### config.mk
export PLATFORM = sky130hd
export DESIGN_NAME = mcu_host_bus_emulator
export DESIGN_NICKNAME = d
export VERILOG_FILES = /design/src/hdl/mcu_bus_pkg.sv /design/src/hdl/pin_sample_if.sv /design/src/hdl/pin_sampler.sv /design/src/hdl/mcu_host_bus_emulator.sv
export VERILOG_INCLUDE_DIRS = /design/src /design/src/hdl
export SDC_FILE = /design/constraint.sdc
export NUM_CORES = 1
export LEC_CHECK = 0
export BUFFER_PORTS_ARGS = -buffer_cell sky130_fd_sc_hd__buf_4
export CAP_MARGIN = 20
export CORE_MARGIN = 4
export CORE_UTILIZATION = 50
export DETAILED_ROUTE_END_ITERATION = 10
export PLACE_DENSITY_LB_ADDON = 0.12
export SYNTH_ARGS = -nofsm -noshare
export SYNTH_HDL_FRONTEND = slang
export SYNTH_SLANG_ARGS = --single-unit
export TNS_END_PERCENT = 10
### constraint.sdc
create_clock -name mclk -period 2.4 [get_ports mclk]
set_input_delay 0.36 -clock mclk [delete_from_list [all_inputs] [get_ports mclk]]
set_output_delay 0.36 -clock mclk [all_outputs]
set_load 0.02 [all_outputs]
### src/hdl/mcu_bus_consts.svh
`ifndef MCU_BUS_CONSTS_SVH
`define MCU_BUS_CONSTS_SVH

// ----------------------------------------------------------------
// Mode selection values
// ----------------------------------------------------------------
`define MCU_MODE_VALUE       8'h08
`define MODE_RESET_VALUE     8'h00

// ----------------------------------------------------------------
// Longest strobe widths and CS-to-read delay in bus clocks, taken while wait is low
// ----------------------------------------------------------------
`define ALE_MAX_CLK          3'h2
`define CS_MAX_CLK           3'h3
`define WR_MAX_CLK           3'h6
`define RD_MAX_CLK           3'h5

// ----------------------------------------------------------------
// Bus clock, field positions
// ----------------------------------------------------------------
`define BUS_HALF_DIV_DEFAULT 4
`define GP_FIRST_BIT         0
`define GP_WAIT_BIT          1
`define SYNC_WIDTH           11

`endif

### src/hdl/mcu_bus_pkg.sv
package mcu_bus_pkg;

  typedef enum logic [2:0] {
    OP_READ,
    OP_READ_EXT,
    OP_WRITE,
    OP_WRITE_EXT,
    OP_SET_GP,
    OP_READ_GP,
    OP_WAIT_HIGH,
    OP_WAIT_LOW
  } cmd_op_t;

  typedef enum logic [3:0] {
    S_IDLE,
    S_ADDR,
    S_ALE,
    S_CSDLY,
    S_DSETUP,
    S_STROBE,
    S_WR_END,
    S_HOLD,
    S_WAITLVL
  } bus_state_t;

endpackage : mcu_bus_pkg

### src/hdl/pin_sample_if.sv
interface pin_sample_if #(parameter int W = 1);
  logic [W-1:0] raw;
  logic [W-1:0] clean;

  modport sampler (input raw, output clean);
  modport user    (output raw, input clean);
endinterface : pin_sample_if

### src/hdl/pin_sampler.sv
module pin_sampler #(
  parameter int W = 1
) (
  input  wire logic     mclk,
  input  wire logic     srst,
  input  wire logic     clk_en,
  pin_sample_if.sampler pins
);

  logic [W-1:0] s1_reg;
  logic [W-1:0] s2_reg;
  logic [W-1:0] s3_reg;
  logic [W-1:0] clean_reg;
  logic [W-1:0] clean_next;

  // ----------------------------------------------------------------
  // A bit changes only once the second and third stages agree
  // ----------------------------------------------------------------
  always_comb
  begin
    clean_next = (s2_reg & ~(s2_reg ^ s3_reg)) | (clean_reg & (s2_reg ^ s3_reg));
  end

  always_ff @(posedge mclk)
  begin
    if (srst)
    begin
      s1_reg    <= '1;
      s2_reg    <= '1;
      s3_reg    <= '1;
      clean_reg <= '1;
    end
    else if (clk_en)
    begin
      s1_reg    <= pins.raw;
      s2_reg    <= s1_reg;
      s3_reg    <= s2_reg;
      clean_reg <= clean_next;
    end
  end

  assign pins.clean = clean_reg;

endmodule : pin_sampler

### src/hdl/mcu_host_bus_emulator.sv
`include "mcu_bus_consts.svh"

module mcu_host_bus_emulator #(
  parameter int BUS_HALF_DIV = `BUS_HALF_DIV_DEFAULT
) (
  input  wire logic                 mclk,
  input  wire logic                 srst,
  input  wire logic                 clk_en,
  input  wire logic                 mode_set_valid,
  input  wire logic [7:0]           mode_set_value,
  output logic                      mode_active,
  input  wire logic                 cmd_valid,
  output logic                      cmd_ready,
  input  wire mcu_bus_pkg::cmd_op_t cmd_op,
  input  wire logic [15:0]          cmd_addr,
  input  wire logic [7:0]           cmd_data,
  output logic                      resp_valid,
  output logic [7:0]                resp_data,
  input  wire logic [7:0]           muxbus_in,
  output logic [7:0]                muxbus_out,
  output logic [7:0]                muxbus_oe,
  output logic [7:0]                ext_addr,
  output logic                      ale,
  output logic                      cs_n,
  output logic                      rd_n,
  output logic                      wr_n,
  input  wire logic                 bus_wait_in,
  input  wire logic                 aux_gp_line_first_in,
  output logic                      aux_gp_line_first_out,
  output logic                      aux_gp_line_first_oe,
  input  wire logic                 aux_gp_line_wait_in,
  output logic                      aux_gp_line_wait_out,
  output logic                      aux_gp_line_wait_oe,
  output logic                      bus_clk_mon
);

  // Read data passes the pin sampler, which needs five mclk inside one bus clock
  if (BUS_HALF_DIV < 3 || BUS_HALF_DIV > 65535)
  begin : g_div_check
    $error("BUS_HALF_DIV out of range");
  end

  // ----------------------------------------------------------------
  // Pin sampling
  // ----------------------------------------------------------------
  pin_sample_if #(.W(`SYNC_WIDTH)) sync_pins ();

  assign sync_pins.raw = {aux_gp_line_wait_in, aux_gp_line_first_in, bus_wait_in, muxbus_in};

  pin_sampler #(.W(`SYNC_WIDTH)) u_sampler (
    .mclk   (mclk),
    .srst   (srst),
    .clk_en (clk_en),
    .pins   (sync_pins.sampler)
  );

  logic [7:0] bus_data_s;
  logic       wait_low_s;
  logic [1:0] gp_in_s;

  assign bus_data_s = sync_pins.clean[7:0];
  assign wait_low_s = ~sync_pins.clean[8];
  assign gp_in_s    = sync_pins.clean[10:9];

  // ----------------------------------------------------------------
  // Bus clock divider
  // ----------------------------------------------------------------
  logic [15:0] half_cnt_reg;
  logic [15:0] half_cnt_next;
  logic        clk_mon_reg;
  logic        clk_mon_next;
  logic        half_end;
  logic        tick_rise;
  logic        tick_fall;

  assign half_end  = (half_cnt_reg == 16'(BUS_HALF_DIV - 1));
  assign tick_rise = half_end & ~clk_mon_reg;
  assign tick_fall = half_end & clk_mon_reg;

  always_comb
  begin
    half_cnt_next = half_end ? 16'h0000 : half_cnt_reg + 16'h0001;
    clk_mon_next  = half_end ? ~clk_mon_reg : clk_mon_reg;
  end

  always_ff @(posedge mclk)
  begin
    if (srst)
    begin
      half_cnt_reg <= 16'h0000;
      clk_mon_reg  <= 1'b0;
    end
    else if (clk_en)
    begin
      half_cnt_reg <= half_cnt_next;
      clk_mon_reg  <= clk_mon_next;
    end
  end

  // ----------------------------------------------------------------
  // Cycle sequencer
  // ----------------------------------------------------------------
  function automatic logic stretch(input logic wait_low, input logic [2:0] cnt, input logic [2:0] max_clk);
    stretch = wait_low && (cnt < max_clk - 3'h1);
  endfunction : stretch

  mcu_bus_pkg::bus_state_t state_reg, state_next;
  mcu_bus_pkg::cmd_op_t    op_reg, op_next;
  logic [2:0]  cnt_reg, cnt_next;
  logic [7:0]  data_reg, data_next;
  logic        active_reg, active_next;
  logic        ready_reg, ready_next;
  logic        resp_valid_reg, resp_valid_next;
  logic [7:0]  resp_data_reg, resp_data_next;
  logic [7:0]  ad_out_reg, ad_out_next;
  logic [7:0]  ad_oe_reg, ad_oe_next;
  logic [7:0]  ext_addr_reg, ext_addr_next;
  logic        ale_reg, ale_next;
  logic        cs_n_reg, cs_n_next;
  logic        rd_n_reg, rd_n_next;
  logic        wr_n_reg, wr_n_next;
  logic [1:0]  gp_val_reg, gp_val_next;
  logic [1:0]  gp_dir_reg, gp_dir_next;
  logic        is_write;

  assign is_write = (op_reg == mcu_bus_pkg::OP_WRITE) || (op_reg == mcu_bus_pkg::OP_WRITE_EXT);

  always_comb
  begin
    state_next      = state_reg;
    op_next         = op_reg;
    cnt_next        = cnt_reg;
    data_next       = data_reg;
    active_next     = active_reg;
    resp_valid_next = 1'b0;
    resp_data_next  = resp_data_reg;
    ad_out_next     = ad_out_reg;
    ad_oe_next      = ad_oe_reg;
    ext_addr_next   = ext_addr_reg;
    ale_next        = ale_reg;
    cs_n_next       = cs_n_reg;
    rd_n_next       = rd_n_reg;
    wr_n_next       = wr_n_reg;
    gp_val_next     = gp_val_reg;
    gp_dir_next     = gp_dir_reg;

    unique case (state_reg)
      mcu_bus_pkg::S_IDLE:
      begin
        if (cmd_valid && ready_reg)
        begin
          op_next   = cmd_op;
          data_next = cmd_data;
          unique case (cmd_op)
            mcu_bus_pkg::OP_READ, mcu_bus_pkg::OP_WRITE,
            mcu_bus_pkg::OP_READ_EXT, mcu_bus_pkg::OP_WRITE_EXT:
            begin
              if (cmd_op == mcu_bus_pkg::OP_READ_EXT || cmd_op == mcu_bus_pkg::OP_WRITE_EXT)
                ext_addr_next = cmd_addr[15:8];
              ad_out_next = cmd_addr[7:0];
              ad_oe_next  = 8'hff;
              state_next  = mcu_bus_pkg::S_ADDR;
            end
            mcu_bus_pkg::OP_SET_GP:
            begin
              gp_val_next = cmd_data[1:0];
              gp_dir_next = cmd_addr[1:0];
            end
            mcu_bus_pkg::OP_READ_GP:
            begin
              resp_valid_next = 1'b1;
              resp_data_next  = {6'h00, gp_in_s};
            end
            mcu_bus_pkg::OP_WAIT_HIGH, mcu_bus_pkg::OP_WAIT_LOW:
              state_next = mcu_bus_pkg::S_WAITLVL;
          endcase
        end
      end
      // Level is judged on the sampled pin; its direction stays as the last OP_SET_GP left it
      mcu_bus_pkg::S_WAITLVL:
      begin
        if (gp_in_s[`GP_WAIT_BIT] == (op_reg == mcu_bus_pkg::OP_WAIT_HIGH))
          state_next = mcu_bus_pkg::S_IDLE;
      end
      mcu_bus_pkg::S_ADDR:
      begin
        if (tick_rise)
        begin
          ale_next   = 1'b1;
          cnt_next   = 3'h0;
          state_next = mcu_bus_pkg::S_ALE;
        end
      end
      mcu_bus_pkg::S_ALE:
      begin
        if (tick_rise)
        begin
          if (stretch(wait_low_s, cnt_reg, `ALE_MAX_CLK))
            cnt_next = cnt_reg + 3'h1;
          else
          begin
            ale_next  = 1'b0;
            cs_n_next = 1'b0;
            cnt_next  = 3'h0;
            if (is_write)
            begin
              ad_out_next = data_reg;
              state_next  = mcu_bus_pkg::S_DSETUP;
            end
            else
              state_next = mcu_bus_pkg::S_CSDLY;
          end
        end
      end
      mcu_bus_pkg::S_CSDLY:
      begin
        if (tick_rise)
        begin
          if (stretch(wait_low_s, cnt_reg, `CS_MAX_CLK))
            cnt_next = cnt_reg + 3'h1;
          else
          begin
            ad_oe_next = 8'h00;
            rd_n_next  = 1'b0;
            cnt_next   = 3'h0;
            state_next = mcu_bus_pkg::S_STROBE;
          end
        end
      end
      mcu_bus_pkg::S_DSETUP:
      begin
        if (tick_rise)
        begin
          wr_n_next  = 1'b0;
          cnt_next   = 3'h0;
          state_next = mcu_bus_pkg::S_STROBE;
        end
      end
      mcu_bus_pkg::S_STROBE:
      begin
        if (tick_rise)
        begin
          if (stretch(wait_low_s, cnt_reg, is_write ? `WR_MAX_CLK : `RD_MAX_CLK))
            cnt_next = cnt_reg + 3'h1;
          else if (is_write)
          begin
            wr_n_next  = 1'b1;
            state_next = mcu_bus_pkg::S_WR_END;
          end
          else
          begin
            rd_n_next       = 1'b1;
            cs_n_next       = 1'b1;
            resp_valid_next = 1'b1;
            resp_data_next  = bus_data_s;
            state_next      = mcu_bus_pkg::S_IDLE;
          end
        end
      end
      mcu_bus_pkg::S_WR_END:
      begin
        if (tick_fall)
        begin
          cs_n_next  = 1'b1;
          state_next = mcu_bus_pkg::S_HOLD;
        end
      end
      mcu_bus_pkg::S_HOLD:
      begin
        // Data stays driven past the select edge
        if (tick_rise)
        begin
          ad_oe_next = 8'h00;
          state_next = mcu_bus_pkg::S_IDLE;
        end
      end
    endcase

    if (mode_set_valid)
    begin
      active_next = (mode_set_value == `MCU_MODE_VALUE);
      if (mode_set_value == `MODE_RESET_VALUE)
      begin
        state_next      = mcu_bus_pkg::S_IDLE;
        resp_valid_next = 1'b0;
        ad_oe_next      = 8'h00;
        ext_addr_next   = 8'h00;
        ale_next        = 1'b0;
        cs_n_next       = 1'b1;
        rd_n_next       = 1'b1;
        wr_n_next       = 1'b1;
        gp_val_next     = 2'h0;
        gp_dir_next     = 2'h0;
      end
    end
    // Accept a new command only when the bus will be idle next cycle
    ready_next = active_next && (state_next == mcu_bus_pkg::S_IDLE) && !(cmd_valid && ready_reg);
  end

  always_ff @(posedge mclk)
  begin
    if (srst)
    begin
      state_reg      <= mcu_bus_pkg::S_IDLE;
      op_reg         <= mcu_bus_pkg::OP_READ;
      cnt_reg        <= 3'h0;
      data_reg       <= 8'h00;
      active_reg     <= 1'b0;
      ready_reg      <= 1'b0;
      resp_valid_reg <= 1'b0;
      resp_data_reg  <= 8'h00;
      ad_out_reg     <= 8'h00;
      ad_oe_reg      <= 8'h00;
      ext_addr_reg   <= 8'h00;
      ale_reg        <= 1'b0;
      cs_n_reg       <= 1'b1;
      rd_n_reg       <= 1'b1;
      wr_n_reg       <= 1'b1;
      gp_val_reg     <= 2'h0;
      gp_dir_reg     <= 2'h0;
    end
    else if (clk_en)
    begin
      state_reg      <= state_next;
      op_reg         <= op_next;
      cnt_reg        <= cnt_next;
      data_reg       <= data_next;
      active_reg     <= active_next;
      ready_reg      <= ready_next;
      resp_valid_reg <= resp_valid_next;
      resp_data_reg  <= resp_data_next;
      ad_out_reg     <= ad_out_next;
      ad_oe_reg      <= ad_oe_next;
      ext_addr_reg   <= ext_addr_next;
      ale_reg        <= ale_next;
      cs_n_reg       <= cs_n_next;
      rd_n_reg       <= rd_n_next;
      wr_n_reg       <= wr_n_next;
      gp_val_reg     <= gp_val_next;
      gp_dir_reg     <= gp_dir_next;
    end
  end

  // ----------------------------------------------------------------
  // Outputs
  // ----------------------------------------------------------------
  assign mode_active           = active_reg;
  assign cmd_ready             = ready_reg;
  assign resp_valid            = resp_valid_reg;
  assign resp_data             = resp_data_reg;
  assign muxbus_out            = ad_out_reg;
  assign muxbus_oe             = ad_oe_reg;
  assign ext_addr              = ext_addr_reg;
  assign ale                   = ale_reg;
  assign cs_n                  = cs_n_reg;
  assign rd_n                  = rd_n_reg;
  assign wr_n                  = wr_n_reg;
  assign aux_gp_line_first_out = gp_val_reg[`GP_FIRST_BIT];
  assign aux_gp_line_first_oe  = gp_dir_reg[`GP_FIRST_BIT];
  assign aux_gp_line_wait_out  = gp_val_reg[`GP_WAIT_BIT];
  assign aux_gp_line_wait_oe   = gp_dir_reg[`GP_WAIT_BIT];
  assign bus_clk_mon           = clk_mon_reg;

endmodule : mcu_host_bus_emulator

==> results.md <==
* Max incr delay on CP at 0.54 ns
* CTS H-tree depth at 4
* Sequential-to-total area share from yosys stat at 45.0%
* Sum Neg Setup Slack at 0 ns
* Hold slack at 0.0383 ns
* Storage cell area at 2440 sq um
* Max VDD drop at 0.498 mV
* Vias in the first global route at 4519
* Syn Inst Count at 630
* Maximum fanout along the worst path at 6
* Largest net degree at the start of global routing at 91
* FFs w/ async S/R, synth at 0%
* Status: complete, no violations
* Cell area after synthesis at 5420 sq um
* Skew-Pair Late Insertion Delay at 0.53 ns
* Slew of the pin with the lowest slew margin at 0.650 ns
* Final net count at 771
* Tmin final at 2.26 ns
* Pre-CTS WS at 0.0703 ns
* Clk slew on worst S/H paths at 0.05 ns
* Fin. Hold Viols at 0
* Max Cap Viol at 0
* Die W at 112 microns
* Multi-input gate area at 2830 sq um
* RR Endpoint: cnt_reg[1]
* Clk sinks at 122
* Syn nets at 683
* Max-slew violations at 0
* R2r startpoint: op_reg[2]
* Top_reg_cell synth: dfxtp_1
* Number of register bits inferred by synthesis at 122
* Syn Area/Cell at 8.61 sq um
* Critical-path cell list: or4b_1 > a21oi_2 > o21bai_1 > a2111o_1 > or3b_1 > a21oi_1
* Drc violations at 0
* Overflow after GRT at 0
* Remaining antenna violation count at 0
* Max reg flops at 16
* Worst setup EP type: register
* Pleak at 2.73 nW
* Maximum root-to-sink buffer count at 2
* WL final at 13100 microns
* Placed insts at 834
* Post-DP HPWL at 9090 microns
* # fillers at 874
* Final setup violation count at 0
* Worst setup margin at 0.137 ns
* Max transition margin at 56.3%
* Final Wtd Congestion at 0.887
* Non-Filler Instances at 863
* Std cell rows at 37
* Global-route usage over all layers at 20.7%
* Crit path launch type: register
* Hold Path Class: in2reg
* R2r worst-path depth at 6
* Clk root buf: clkbuf_8
* Power Density at 676 nW/um^2
* Core area at 10500 sq um
* Layout Utilization at 65.5%
* EDFF count, synth at 0
* Final period util at 94.3%
* Vias at 4830
* # IOs at 95
* CTS tree: done
* Die ar. at 12600 sq um
* Max frequency at 442 MHz
* Hold EP: u_sampler.s1_reg[8]
* Min-delay src: bus_wait_in
* Initial DRC Count at 310
* Worst clock skew at 0.00622 ns
* Worst path slowest cell: or4b_1
* Initial antenna violation count at 0
* Reg2reg setup slack at 0.14 ns
* Avg Vias per Cell at 5.60
* Diodes inserted at 0
* Total CTS buffers at 17
* Starting Density at 51.8%
* Die Span Y at 112 microns
* Required time worst endpoint at 2.85 ns
* RSZ-0062 raised after global routing: no
* Hold path cells at 2
* Crit Path Category: reg2reg
* Synth cell types at 57
* DRT Pass-1 Iters at 5
* Yosys warnings at 0
* WL/cell at 15.1 microns
* IO buf count at 94
* Area Overhead vs Synth at 26.4%
* Layout cells sized above 1 at 20.9%
* WP data arrival at 2.72 ns
* First-pass GRT wire length at 21400 microns
* Hold buffer count at CTS at 0
## cell usage in the layout (no fill, tap or decap), types with 7 or more instances in the layout
cell       netlist  routed
dfxtp_1        122     122
buf_4            0     114
nand2_1         65      65
a21oi_1         64      64
nor2_1          53      52
nor2b_1         38      38
a211o_1         34      34
nand3_1         23      23
nand2b_1        22      22
mux2i_1         17      17
clkbuf_16        0      16
o21bai_1        12      12
nor4_1          11      11
xnor2_1         10      10
o21ai_0          9       9
a211oi_1         9       9
a22oi_1          7       7
xor2_1           7       7
## kinds of logic after synthesis
| kind of cell | Yosys count | synth area share (%) |
|---|---|---|
| simple gates | 258 | 24.4 |
| compound gates | 162 | 20.4 |
| flops | 122 | 45.0 |
| buf+inv | 51 | 3.62 |
| xor+xnor | 17 | 2.75 |
| mux | 17 | 3.14 |
| fa+ha+maj | 3 | 0.646 |
## worst max path at each step
| stage | from | endpoint | depth (start not counted) |
|---|---|---|---|
| 2_1_floorplan | bus_clk_mon | cnt_reg[1] | 8 |
| 3_3_place_gp | half_cnt_reg[0] | cnt_reg[1] | 7 |
| 3_5_place_dp | half_cnt_reg[0] | cnt_reg[1] | 7 |
| 4_1_cts | half_cnt_reg[0] | cnt_reg[1] | 7 |
| 5_1_grt | op_reg[2] | cnt_reg[1] | 6 |
| 6_report | op_reg[2] | cnt_reg[1] | 6 |
## cell usage after synthesis, drive strengths merged, types with 5 or more instances
| library cell | count | area (sq um) |
|---|---|---|
| dfxtp | 122 | 2440 |
| a21oi | 65 | 329 |
| nand2 | 65 | 244 |
| nor2 | 53 | 199 |
| clkbuf | 41 | 154 |
| nor2b | 38 | 238 |
| a211o | 34 | 298 |
| nand3 | 23 | 115 |
| nand2b | 22 | 138 |
| mux2i | 17 | 170 |
| o21bai | 12 | 90.1 |
| nor4 | 11 | 68.8 |
| o21ai | 10 | 50.0 |
| xnor2 | 10 | 87.6 |
| a211oi | 9 | 67.6 |
| a22oi | 7 | 52.6 |
| nor3 | 7 | 35.0 |
| xor2 | 7 | 61.3 |
| or3 | 6 | 37.5 |
| and3 | 5 | 31.3 |
| buf | 5 | 23.8 |
| inv | 5 | 18.8 |
| nand4 | 5 | 31.3 |
## stage by stage
stage / cell area [sq um] / power, mW
finish: 6860 / 4.63
global route: 6860 / 4.79
CTS: 6820 / 4.68
detailed placement: 6290 / 2.39
global placement: 6290 / 2.38
floorplan: 5420 / 2.29
## worst max-delay path, delay by kind of cell, from the launching register on
| family | cells | cell delay (ns) |
|---|---|---|
| DFF | 1 | 0.33 |
| AOI/OAI and AO/OA | 4 | 0.96 |
| and+or+nand+nor | 2 | 0.91 |
## where the power goes
group | internal (mW) | switching (mW) | leakage [nW]
clock | 1.45 | 0.826 | 0.260
sequential | 2.07 | 0.0305 | 0.992
combinational | 0.130 | 0.119 | 1.48
## metal layers
metal | part of all wire (%) | vias up | global-route usage [%]
met5 | 0 | - | 0
met4 | 1.6 | 0 | 9.05
met3 | 5.3 | 20 | 4.96
met2 | 48 | 123 | 34.2
met1 | 45 | 2265 | 25.9
li1 | - | 2422 | -
## what timing repair did
action	CTS	global route
setup endpoints to repair	0	31
setup buffers	0	1
gates resized for setup	0	7
## area by class of cell
cell class	instances	share of cell area, %
Timing Repair Buffer	115	12.8
Sequential cell	122	35.6
Multi-Input combinational cell	457	41.2
Tap cell	136	2.48
Clock inverter	3	0.584
Inverter	5	0.274
Clock buffer	25	7.06
Note: power is estimated with default switching activity, not from simulation.
